==> src/rtl/bkr_pkg.sv <==
/*
  Constants for the backup register bank: register offsets, field
  positions, field masks and reset values. Assumes a 32-bit APB with byte
  addresses, each register in one aligned word.
*/
package bkr_pkg;
  // Bus and storage shape
  localparam int BKR_DATA_WORDS = 42;
  localparam int BKR_REG_W = 16;
  localparam int BKR_RTC_DIV = 64;

  // Register offsets (byte addresses)
  localparam logic [7:0] BKR_DATA_LO_FIRST = 8'h04;
  localparam logic [7:0] BKR_DATA_LO_LAST = 8'h28;
  localparam logic [7:0] BKR_OUT_CTL_OFS = 8'h2c;
  localparam logic [7:0] BKR_PIN_CTL_OFS = 8'h30;
  localparam logic [7:0] BKR_TAMP_CS_OFS = 8'h34;
  localparam logic [7:0] BKR_DATA_HI_FIRST = 8'h40;
  localparam logic [7:0] BKR_DATA_HI_LAST = 8'hbc;

  // Output control fields
  localparam int BKR_CAL_VALUE_LSB = 0;
  localparam int BKR_CAL_VALUE_W = 7;
  localparam int BKR_CAL_OUT_ENABLE_BIT = 7;
  localparam int BKR_ALARM_SECOND_OUT_ENABLE_BIT = 8;
  localparam int BKR_RTC_OUT_SELECT_BIT = 9;
  localparam int BKR_CAL_CLOCK_OUT_SELECT_BIT = 14;
  localparam int BKR_CAL_DIRECTION_BIT = 15;
  // Fields cleared by the backup-domain reset only
  localparam logic [15:0] BKR_OUT_BKP_MASK = 16'h837f;
  // Fields cleared by the power-on reset only
  localparam logic [15:0] BKR_OUT_POR_MASK = 16'h4080;

  // Tamper pin control fields
  localparam int BKR_TAMPER_DETECT_ENABLE_BIT = 0;
  localparam int BKR_TAMPER_LEVEL_BIT = 1;
  localparam logic [15:0] BKR_PIN_CTL_MASK = 16'h0003;

  // Tamper control and status fields
  localparam int BKR_TAMPER_EVENT_CLEAR_BIT = 0;
  localparam int BKR_TAMPER_IRQ_CLEAR_BIT = 1;
  localparam int BKR_TAMPER_IRQ_ENABLE_BIT = 2;
  localparam int BKR_TAMPER_EVENT_FLAG_BIT = 8;
  localparam int BKR_TAMPER_IRQ_FLAG_BIT = 9;

  // Reset values
  localparam logic [15:0] BKR_DATA_RST = 16'h0000;
  localparam logic [15:0] BKR_CTL_RST = 16'h0000;
endpackage

==> src/rtl/bkr_bank.sv <==
/*
  Backup register bank with tamper detection and RTC signal output on the
  shared tamper pin, reached over APB (zero wait states).
  Assumes: all inputs synchronous to ref_clk_i except the tamper pin and
  the RTC signals, which are synchronised here; the three resets are
  synchronous, active high, and come from the system reset controller.
*/
// How it works
// Forty-two 16-bit read/write data words, reset to zero.
// Data words survive standby, system and power reset.
// Half-word and word accesses act alike on the 16 defined bits.
// Seven-bit calibration value and direction bit go to the RTC.
// Calibration output drives RTC clock divided by 64, or undivided.
// Signal output drives alarm pulse or second pulse, chosen by select.
// Alarm/second output wins over the calibration clock output.
// Direction, select, signal enable and value: backup reset only.
// Clock select and calibration output enable: power-on reset only.
// Tamper level bit chooses active high (0) or active low (1).
// Enabled detection at the active level erases all data words.
// Event flag set on tamper, cleared by writing one to event clear.
// Interrupt flag cleared by its clear bit or while enable is zero.
// Clear bits are write-only strobes that read as zero.
// Interrupt enable cleared by system reset and standby wake-up.
// Edge detect gated by enable; enabling while active gives one event.
// Writes are blocked unless the backup write enable is set.
// Tamper raises interrupt flag only when interrupt enable is set.
// Reserved bits read zero and ignore writes.
// Pin and RTC signals synchronised, so each event sets flags once.
`timescale 1ns/1ps
`default_nettype none

module bkr_bank #(
  parameter int ADDR_W = 8,
  parameter int RTC_DIV = bkr_pkg::BKR_RTC_DIV
) (
  input wire logic ref_clk_i,
  input wire logic rst_i,
  input wire logic bkp_rst_i,
  input wire logic por_rst_i,
  input wire logic stby_wake_i,
  input wire logic backup_write_enable_i,
  input wire logic psel,
  input wire logic penable,
  input wire logic pwrite,
  input wire logic [ADDR_W-1:0] paddr,
  input wire logic [31:0] pwdata,
  input wire logic [3:0] pstrb,
  output logic [31:0] prdata,
  output logic pready,
  output logic pslverr,
  input wire logic tamper_pin_i,
  output logic tamper_pin_o,
  output logic tamper_pin_oe_o,
  input wire logic rtc_clk_i,
  input wire logic rtc_alarm_i,
  input wire logic rtc_second_i,
  output logic [bkr_pkg::BKR_CAL_VALUE_W-1:0] cal_value_o,
  output logic cal_direction_o,
  output logic tamper_event_o,
  output logic tamper_irq_o
);
  import bkr_pkg::*;

  localparam int DIV_HALF = RTC_DIV / 2;
  localparam int CNT_W = $clog2(DIV_HALF) + 1;

  // Map lies in the low eight address bits; decode requires all upper address bits zero
  if (ADDR_W < 8) begin : g_bad_addr
    $error("bkr_bank: ADDR_W must be at least 8");
  end
  if (RTC_DIV < 2 || (RTC_DIV % 2) != 0) begin : g_bad_div
    $error("bkr_bank: RTC_DIV must be even and at least 2");
  end

  ////////////////////////////////////////////////////////////////////////
  // Functions

  // Word address to data word index; bit 6 flags a hit
  function automatic logic [6:0] word_index(input logic [ADDR_W-1:0] a);
    logic [7:0] lo;
    logic [5:0] w;
    logic upper_zero;
    lo = a[7:0];
    w = lo[7:2];
    upper_zero = (a >> 8) == '0;
    word_index = 7'h00;
    if (upper_zero && lo >= BKR_DATA_LO_FIRST && lo <= BKR_DATA_LO_LAST) begin
      word_index = {1'b1, 6'(w - 6'h01)};
    end else if (upper_zero && lo >= BKR_DATA_HI_FIRST
                 && lo <= BKR_DATA_HI_LAST) begin
      word_index = {1'b1, 6'(w - 6'h06)};
    end
  endfunction

  // Byte-lane merge of a 16-bit register; bits outside mask keep old value
  function automatic logic [15:0] lane_merge(input logic [15:0] old,
      input logic [31:0] wd, input logic [3:0] strb, input logic [15:0] mask);
    logic [15:0] lanes;
    lanes = {{8{strb[1]}}, {8{strb[0]}}} & mask;
    lane_merge = (old & ~lanes) | (wd[15:0] & lanes);
  endfunction

  ////////////////////////////////////////////////////////////////////////
  // State

  logic [15:0] data_ff [BKR_DATA_WORDS];
  logic [15:0] out_bkp_ff;
  logic [15:0] out_por_ff;
  logic [1:0] pin_ctl_ff;
  logic tamper_irq_enable_ff;
  logic tef_ff;
  logic tif_ff;
  logic [3:0] meta_ff;
  logic [3:0] sync_ff;
  logic gated_d_ff;
  logic rtc_clk_d_ff;
  logic [CNT_W-1:0] div_cnt_ff;
  logic div_clk_ff;
  logic pin_out_ff;
  logic [31:0] prdata_ff;

  ////////////////////////////////////////////////////////////////////////
  // APB decode

  logic [6:0] hit_idx;
  logic data_hit;
  logic [5:0] data_idx;
  logic out_hit;
  logic pin_hit;
  logic cs_hit;
  logic any_hit;
  logic bus_wr;
  logic reg_wr;
  logic lane_any;

  assign hit_idx = word_index(paddr);
  assign data_hit = hit_idx[6];
  assign data_idx = hit_idx[5:0];
  assign out_hit = paddr == ADDR_W'(BKR_OUT_CTL_OFS);
  assign pin_hit = paddr == ADDR_W'(BKR_PIN_CTL_OFS);
  assign cs_hit = paddr == ADDR_W'(BKR_TAMP_CS_OFS);
  assign any_hit = data_hit | out_hit | pin_hit | cs_hit;
  assign bus_wr = psel & penable & pwrite;
  assign lane_any = pstrb[0] | pstrb[1];
  // write gate
  assign reg_wr = bus_wr & backup_write_enable_i;

  // Zero wait states; unmapped addresses answer with an error
  assign pready = 1'b1;
  assign pslverr = psel & penable & ~any_hit;

  ////////////////////////////////////////////////////////////////////////
  // Tamper detection

  logic pin_s;
  logic rtc_clk_s;
  logic alarm_s;
  logic second_s;
  logic act_s;
  logic gated;
  logic tamper_event;

  // two-stage synchronisers for pin and RTC signals
  // Backup domain: a system reset must not make an active pin look new
  always_ff @(posedge ref_clk_i) begin
    if (bkp_rst_i) begin
      meta_ff <= 4'h0;
      sync_ff <= 4'h0;
    end else begin
      meta_ff <= {rtc_second_i, rtc_alarm_i, rtc_clk_i, tamper_pin_i};
      sync_ff <= meta_ff;
    end
  end

  assign pin_s = sync_ff[0];
  assign rtc_clk_s = sync_ff[1];
  assign alarm_s = sync_ff[2];
  assign second_s = sync_ff[3];

  // active level select
  assign act_s = pin_s ^ pin_ctl_ff[BKR_TAMPER_LEVEL_BIT];
  // edge of the enable-gated level, so enabling while active counts
  assign gated = act_s & pin_ctl_ff[BKR_TAMPER_DETECT_ENABLE_BIT];
  assign tamper_event = gated & ~gated_d_ff;
  assign tamper_event_o = tamper_event;

  // Edge state kept over system reset, so no false event erases the data
  always_ff @(posedge ref_clk_i) begin
    if (bkp_rst_i) begin
      gated_d_ff <= 1'b0;
    end else begin
      gated_d_ff <= gated;
    end
  end

  ////////////////////////////////////////////////////////////////////////
  // Data words

  logic data_wr;
  assign data_wr = reg_wr & data_hit & lane_any;

  // only backup reset or tamper clears; R11 tamper erase wins over write
  always_ff @(posedge ref_clk_i) begin
    if (bkp_rst_i || tamper_event) begin
      for (int i = 0; i < BKR_DATA_WORDS; i++) begin
        data_ff[i] <= BKR_DATA_RST;
      end
    end else if (data_wr) begin
      // lane-wise write
      data_ff[data_idx] <= lane_merge(data_ff[data_idx], pwdata, pstrb,
                                      16'hffff);
    end
  end

  ////////////////////////////////////////////////////////////////////////
  // Control registers

  logic [15:0] nxt_out_bkp;
  logic [15:0] nxt_out_por;
  logic [15:0] nxt_pin_ctl;
  logic cs_wr;
  logic cs_wr0;
  logic ter_wr;
  logic tir_wr;

  // split by reset domain, reserved bits masked off
  assign nxt_out_bkp = lane_merge(out_bkp_ff, pwdata, pstrb,
                                  BKR_OUT_BKP_MASK);
  assign nxt_out_por = lane_merge(out_por_ff, pwdata, pstrb,
                                  BKR_OUT_POR_MASK);
  assign nxt_pin_ctl = lane_merge({14'h0000, pin_ctl_ff}, pwdata, pstrb,
                                  BKR_PIN_CTL_MASK);
  assign cs_wr = reg_wr & cs_hit;
  assign cs_wr0 = cs_wr & pstrb[0];
  // clear strobes act only on a written one
  assign ter_wr = cs_wr0 & pwdata[BKR_TAMPER_EVENT_CLEAR_BIT];
  assign tir_wr = cs_wr0 & pwdata[BKR_TAMPER_IRQ_CLEAR_BIT];

  // backup-domain fields
  always_ff @(posedge ref_clk_i) begin
    if (bkp_rst_i) begin
      out_bkp_ff <= BKR_CTL_RST;
    end else if (reg_wr && out_hit) begin
      out_bkp_ff <= nxt_out_bkp;
    end
  end

  // power-on fields
  always_ff @(posedge ref_clk_i) begin
    if (por_rst_i) begin
      out_por_ff <= BKR_CTL_RST;
    end else if (reg_wr && out_hit) begin
      out_por_ff <= nxt_out_por;
    end
  end

  // Pin control lives in the backup domain so detection survives system and power-on resets
  always_ff @(posedge ref_clk_i) begin
    if (bkp_rst_i) begin
      pin_ctl_ff <= BKR_CTL_RST[1:0];
    end else if (reg_wr && pin_hit) begin
      pin_ctl_ff <= nxt_pin_ctl[1:0];
    end
  end

  // interrupt enable cleared by system reset and standby wake-up
  always_ff @(posedge ref_clk_i) begin
    if (rst_i || stby_wake_i) begin
      tamper_irq_enable_ff <= BKR_CTL_RST[BKR_TAMPER_IRQ_ENABLE_BIT];
    end else if (cs_wr0) begin
      tamper_irq_enable_ff <= pwdata[BKR_TAMPER_IRQ_ENABLE_BIT];
    end
  end

  // flags; a new event wins over a clear in the same cycle
  always_ff @(posedge ref_clk_i) begin
    if (bkp_rst_i) begin
      tef_ff <= 1'b0;
      tif_ff <= 1'b0;
    end else begin
      tef_ff <= tamper_event | (tef_ff & ~ter_wr);
      tif_ff <= tamper_irq_enable_ff & (tamper_event | (tif_ff & ~tir_wr));
    end
  end

  assign tamper_irq_o = tif_ff;

  // calibration value and direction toward the RTC counter
  assign cal_value_o = out_bkp_ff[BKR_CAL_VALUE_LSB +: BKR_CAL_VALUE_W];
  assign cal_direction_o = out_bkp_ff[BKR_CAL_DIRECTION_BIT];

  ////////////////////////////////////////////////////////////////////////
  // Tamper pin output

  logic alarm_second_out_enable;
  logic cal_out_enable;
  logic rtc_rise;
  logic div_wrap;
  logic nxt_pin_out;

  assign alarm_second_out_enable = out_bkp_ff[BKR_ALARM_SECOND_OUT_ENABLE_BIT];
  assign cal_out_enable = out_por_ff[BKR_CAL_OUT_ENABLE_BIT];
  assign rtc_rise = rtc_clk_s & ~rtc_clk_d_ff;
  assign div_wrap = div_cnt_ff == CNT_W'(DIV_HALF - 1);

  // divider: toggle every half period of RTC_DIV rising edges
  always_ff @(posedge ref_clk_i) begin
    if (rst_i) begin
      rtc_clk_d_ff <= 1'b0;
      div_cnt_ff <= '0;
      div_clk_ff <= 1'b0;
    end else begin
      rtc_clk_d_ff <= rtc_clk_s;
      if (rtc_rise) begin
        div_cnt_ff <= div_wrap ? '0 : CNT_W'(div_cnt_ff + 1'b1);
        div_clk_ff <= div_clk_ff ^ div_wrap;
      end
    end
  end

  // alarm/second wins, then undivided or divided clock
  assign nxt_pin_out = alarm_second_out_enable
      ? (out_bkp_ff[BKR_RTC_OUT_SELECT_BIT] ? second_s : alarm_s)
      : (out_por_ff[BKR_CAL_CLOCK_OUT_SELECT_BIT] ? rtc_clk_s : div_clk_ff);

  always_ff @(posedge ref_clk_i) begin
    if (rst_i) begin
      pin_out_ff <= 1'b0;
    end else begin
      pin_out_ff <= nxt_pin_out;
    end
  end

  // detection owns the pin, so the driver stays off while it is enabled
  assign tamper_pin_o = pin_out_ff;
  assign tamper_pin_oe_o = (alarm_second_out_enable | cal_out_enable)
      & ~pin_ctl_ff[BKR_TAMPER_DETECT_ENABLE_BIT];

  ////////////////////////////////////////////////////////////////////////
  // Read path

  logic [15:0] cs_rd;
  logic [15:0] rd_val;
  logic setup;

  // clear strobes and reserved bits read as zero
  assign cs_rd = (16'(tif_ff) << BKR_TAMPER_IRQ_FLAG_BIT)
      | (16'(tef_ff) << BKR_TAMPER_EVENT_FLAG_BIT)
      | (16'(tamper_irq_enable_ff) << BKR_TAMPER_IRQ_ENABLE_BIT);
  assign rd_val = data_hit ? data_ff[data_idx]
      : out_hit ? (out_bkp_ff | out_por_ff)
      : pin_hit ? {14'h0000, pin_ctl_ff}
      : cs_hit ? cs_rd
      : 16'h0000;
  assign setup = psel & ~penable;

  // Read data is captured in the setup cycle and held through access
  always_ff @(posedge ref_clk_i) begin
    if (rst_i) begin
      prdata_ff <= 32'h0000_0000;
    end else if (setup) begin
      prdata_ff <= {16'h0000, rd_val};
    end
  end

  assign prdata = prdata_ff;
endmodule

`default_nettype wire

==> config.mk <==
export PLATFORM = sky130hd
export DESIGN_NAME = bkr_bank
export DESIGN_NICKNAME = d
export VERILOG_FILES = /design/src/rtl/bkr_pkg.sv /design/src/rtl/bkr_bank.sv
export SDC_FILE = /design/constraint.sdc
export NUM_CORES = 1
export LEC_CHECK = 0
export BUFFER_PORTS_ARGS = -buffer_cell sky130_fd_sc_hd__buf_2
export CORE_UTILIZATION = 51
export CTS_CLUSTER_SIZE = 8
export DETAILED_ROUTE_END_ITERATION = 16
export GPL_TIMING_DRIVEN = 1
export PLACE_DENSITY = 0.74
export SLEW_MARGIN = 0
export SYNTH_ARGS = -nofsm -noshare
export SYNTH_HDL_FRONTEND = slang
export SYNTH_SLANG_ARGS = --single-unit
==> constraint.sdc <==
create_clock -name ref_clk_i -period 12.6 [get_ports ref_clk_i]
set_input_delay 1.26 -clock ref_clk_i [delete_from_list [all_inputs] [get_ports ref_clk_i]]
set_output_delay 1.26 -clock ref_clk_i [all_outputs]
set_load 0.02 [all_outputs]
==> impl.org <==
** Outcome
- Run status :: finished clean

** Drt
- Once detail routing completed, the nets flagged for antenna violations numbered 0.
- After detailed routing, the number of vias per cell comes to 6.394.
- Detailed routing inserted a total of 31890 vias.
- WL/cell :: 27.02 um
- After detailed routing, the number of remaining DRC violations is 0.
- Wires add up to 134.8 mm.
- In this run, the number of DRC markers left after iteration 0 of detailed routing was 4860.
- First-pass DRT Iterations :: 7

** Synthesis
- In the synthesized netlist the dominant register cell turns out to be sky130_fd_sc_hd__edfxtp_1.
- Synth cell types :: 78
- The Yosys step of the flow raised 0 warnings.
- Syn_area_per_cell :: 12.56 um2
- The synthesized netlist devotes 0.2157% of its cell area to adder and majority cells.
- Main combinational cell family by area after synthesis :: compound AO/OA/AOI/OAI gates
- Sequential elements use 68.45% of the synthesized area.
- Complex-gate fraction of the synthesized area :: 11.44%
- Post-Synthesis Cells :: 3694
- Proportion of synthesized flip-flops having asynchronous set or reset :: 0%
- Multiplexer fraction of the synthesized cell area :: 4.930%
- After synthesis the cells add up to 46410 um2.
- Of the total synthesized cell area, the portion taken by XOR and XNOR cells is 0.1510%.
- Of the total synthesized cell area, the portion taken by AND, OR, NAND and NOR gates is 11.31%.
- Post-synth EDFFs :: 1024
- Synth Register Bits :: 1075

** Finish
- Fraction of layout cells with a size suffix above 1 :: 10.26%
- The area growth from synthesis to layout is 12.47%.
- The finished layout holds 4988 standard cells, fillers aside.
- Ant diodes :: 0
- Post-Layout Inst Area :: 52200 um2
- Net count of the finished layout :: 3841

** Placement
- HPWL Detailed :: 77.96 mm
- Number of cells in the design after placement :: 4798
- Total of buffers placed on input and output ports :: 67
- Placed cell areas :: 48010 um2
- Routability Congestion :: 0.9507

** Floorplanning
- Top Ports :: 103
- The region available for standard cell placement spans 90010 um2.
- The floorplan step set the die height to 303.7 um.
- Overall die width :: 303.7 um
- Starting density of the core :: 51.57%
- Site Rows :: 110
- Area of the die :: 92220 um2

** Clock tree
- Clock tree synthesis found a total of 1075 sinks.
- Clock transition at the registers of the reported paths :: 0.05 ns
- Hold-fix buffer count after cts :: 0
- Buffer levels on the longest clock path :: 3
- Number of buffers added for setup after CTS :: 0
- Level count of the clock H-tree :: 4
- Worst-skew pair later-pin latency :: 0.75 ns
- The root buffer cell chosen for the clock tree is sky130_fd_sc_hd__clkbuf_16.
- TritonCTS built the clock tree.
- Clock tree synthesis inserted a total of 152 buffers.
- After clock tree synthesis, the repair step resized 0 gates.

** Setup path
- STA classifies the critical path startpoint as a primary input.
- Along the worst path, the maximum fanout reaches 54.
- Worst reg2reg path depth :: 10
- Crit Reg-Reg Endpoint :: data_ff[41][7]
- STA classifies the critical path endpoint as a flop.
- For the worst setup path, the data required time is 12.99 ns.
- CP Data Arrival Time :: 7.67 ns
- Worst setup slack for register-to-register paths :: 7.63 ns
- Start-to-end type of the worst setup path :: in2reg

** Timing
- Slew Viols, Final :: 0
- Hold violation total from the final report :: 0
- Setup violations remaining at the end of the flow were counted as 0.
- Setup repair after global routing missed its margin :: no
- Worst clock skew on the final layout :: 0.02856 ns
- The smallest clock period supported by the final layout is computed as 7.274 ns.
- Worst slack on hold paths :: 0.4432 ns
- Maximum achievable frequency :: 137.5 MHz
- Worst Tran Pin Value :: 1.331 ns
- Max transition margin :: 11.20%
- The worst path uses 57.73% of the clock period.
- Final TNS setup :: 0 ns

** Hold path
- Number of stages on the worst hold path :: 2
- The path with the worst hold slack has its endpoint at prdata[12].
- The startpoint identified for the worst hold timing path is prdata[12].
- In this run the worst hold path is classified as reg2reg.

** Power and ir drop
- IR analysis of the VDD net gives a maximum drop of 0.1022 mV.
- Share of total power in sequential cells :: 46.8%
- Switching share of power :: 25.96%
- Design internal power :: 0.006494 W
- The share of total power dissipated in combinational logic is 11.2%.
- In this run, the clock network consumes 41.9% of the power.
- For this design the total switching power over the nets is 0.002277 W.
- Power density normalized to cell area :: 168.0 nW/um2
- Leakage power :: 19.28 nW

** GRT
- The initial antenna violation count was 1.
- The global routing stage identified its most utilized layer as met2.
- For this run, global-route usage on met2 was measured as 43.54%.
- GR Layer Usage met1 :: 37.77%
- Entering global routing, the biggest net connects 110 pins.
- Number of global-route vias before repair :: 30360
- Overall global routing resource usage :: 28.75%
- Routing usage on met3 :: 8.049%
- Sum of overflow across all layers after global routing :: 0
- First-pass GRT wire length :: 196.0 mm

** Run
- The tool flagged a number of max-cap violations equal to 0.
final cells by class:
type | instances | area (um2)
tap | 1176 | 1471
clock buffer | 178 | 3986
sequential | 1075 | 31770
fill | 6912 | 37810
timing repair buffer | 142 | 973.4
multi-input combinational | 2383 | 13710
clock inverter | 12 | 200.2
inverter | 22 | 85.08
flip-flops by register name, summed over array words and instances, names as in the netlist, named ones only:
register / flops
div_clk_ff: 1
meta_ff: 4
div_cnt_ff: 6
tamper_pin_o: 1
data_ff: 1024
sync_ff: 4
prdata: 16
tamper_irq_enable_ff: 1
tef_ff: 1
rtc_clk_d_ff: 1
tamper_irq_o: 1
gated_d_ff: 1
how the worst max path moves through the flow:
stage / startpoint / endpoint / slack [ns] / depth (start not counted)
after floorplan: paddr[2] / data_ff[49][0] / 7.09 / 10
after global placement: paddr[2] / data_ff[49][6] / 4.93 / 15
after detailed placement: paddr[2] / data_ff[53][6] / 4.80 / 15
after CTS: paddr[2] / data_ff[43][6] / 5.57 / 15
after global routing: paddr[2] / data_ff[42][9] / 5.22 / 15
final: paddr[2] / data_ff[54][9] / 5.33 / 15
synthesized netlist by cell type, types with 9 or more instances:
cell                           n  share of area, %
sky130_fd_sc_hd__o22ai_1     112               1.5
sky130_fd_sc_hd__o2111ai_1    13              0.25
sky130_fd_sc_hd__a221oi_1     13              0.25
sky130_fd_sc_hd__buf_2       123               1.3
sky130_fd_sc_hd__nor4_1       42              0.57
sky130_fd_sc_hd__a211oi_1    130               2.1
sky130_fd_sc_hd__nand4_1      11              0.15
sky130_fd_sc_hd__nor2b_1      18              0.24
sky130_fd_sc_hd__edfxtp_1   1024                66
sky130_fd_sc_hd__nand2b_1     19              0.26
sky130_fd_sc_hd__o21ai_0      47              0.51
sky130_fd_sc_hd__inv_2        11             0.089
sky130_fd_sc_hd__nor3_1       25              0.27
sky130_fd_sc_hd__a22oi_1      11              0.18
sky130_fd_sc_hd__inv_1        10             0.081
sky130_fd_sc_hd__o31ai_1      63               1.0
sky130_fd_sc_hd__buf_4        28              0.45
sky130_fd_sc_hd__a22o_1       99               1.9
sky130_fd_sc_hd__and2_1        9              0.12
sky130_fd_sc_hd__a21oi_1     194               2.1
sky130_fd_sc_hd__mux2i_1     223               4.8
sky130_fd_sc_hd__buf_1        23              0.19
sky130_fd_sc_hd__nor2_1      620               5.0
sky130_fd_sc_hd__clkbuf_1    143               1.2
sky130_fd_sc_hd__nand2_1     487               3.9
sky130_fd_sc_hd__dfxtp_1      51               2.2
worst max-delay path, stage by stage:
cell	delay (ns)
sky130_fd_sc_hd__buf_2	0.25
sky130_fd_sc_hd__inv_1	0.21
sky130_fd_sc_hd__ha_1	0.23
sky130_fd_sc_hd__nor3b_2	0.19
sky130_fd_sc_hd__o21a_1	0.30
sky130_fd_sc_hd__o221ai_4	0.73
sky130_fd_sc_hd__buf_4	0.79
sky130_fd_sc_hd__buf_4	0.64
sky130_fd_sc_hd__mux2i_1	0.25
sky130_fd_sc_hd__o22ai_1	0.10
sky130_fd_sc_hd__o21ai_0	0.84
sky130_fd_sc_hd__nand4_1	0.55
sky130_fd_sc_hd__o31ai_4	0.32
sky130_fd_sc_hd__buf_4	0.55
sky130_fd_sc_hd__inv_2	0.33
routing by layer:
layer	vias to the layer above	share of wire, %
met5	-	0.0089
met4	2	5.6
met3	417	13
met2	2337	45
met1	15470	37
li1	13670	-
metrics by stage:
stage,worst slack [ns],power (W),utilization (%)
after floorplan,7.087,0.004746,-
after global placement,4.931,0.005096,53.34
after detailed placement,4.796,0.005119,53.34
after CTS,5.566,0.008741,57.99
after global routing,5.221,0.008952,57.99
final,5.326,0.008770,57.99
power by group through the flow:
stage	Sequential (W)	Combinational [W]	Clock, W
3_5_place_dp	0.00417	0.000947	0
5_1_grt	0.00411	0.00101	0.00383
6_report	0.00411	0.000985	0.00368
3_3_place_gp	0.00417	0.000931	0
2_1_floorplan	0.00416	0.000583	0
4_1_cts	0.00411	0.000951	0.00368
placed cells by master, fill, tap and decap left out, drive strengths merged, types with 54 or more instances in the layout:
| cell | Yosys | layout |
|---|---|---|
| conb | 2 | 113 |
| a21oi | 195 | 195 |
| mux2i | 223 | 223 |
| clkbuf | 143 | 178 |
| o21ai | 54 | 54 |
| a22o | 99 | 99 |
| o31ai | 71 | 71 |
| o22ai | 112 | 112 |
| a211oi | 131 | 131 |
| edfxtp | 1024 | 1024 |
| buf | 182 | 142 |
| nor2 | 620 | 620 |
| nand2 | 487 | 487 |
kinds of logic (layout without fill, tap and decap cells):
| family | Yosys count | after routing |
|---|---|---|
| AOI/OAI and AO/OA | 755 | 755 |
| xor gates and xnor gates | 8 | 8 |
| adders and majority gates | 8 | 8 |
| buffers and inverters | 347 | 354 |
| DFF | 1075 | 1075 |
| muxes | 228 | 228 |
| other | 2 | 113 |
| and+or+nand+nor | 1271 | 1271 |
Note: power is estimated with default switching activity, not from simulation.
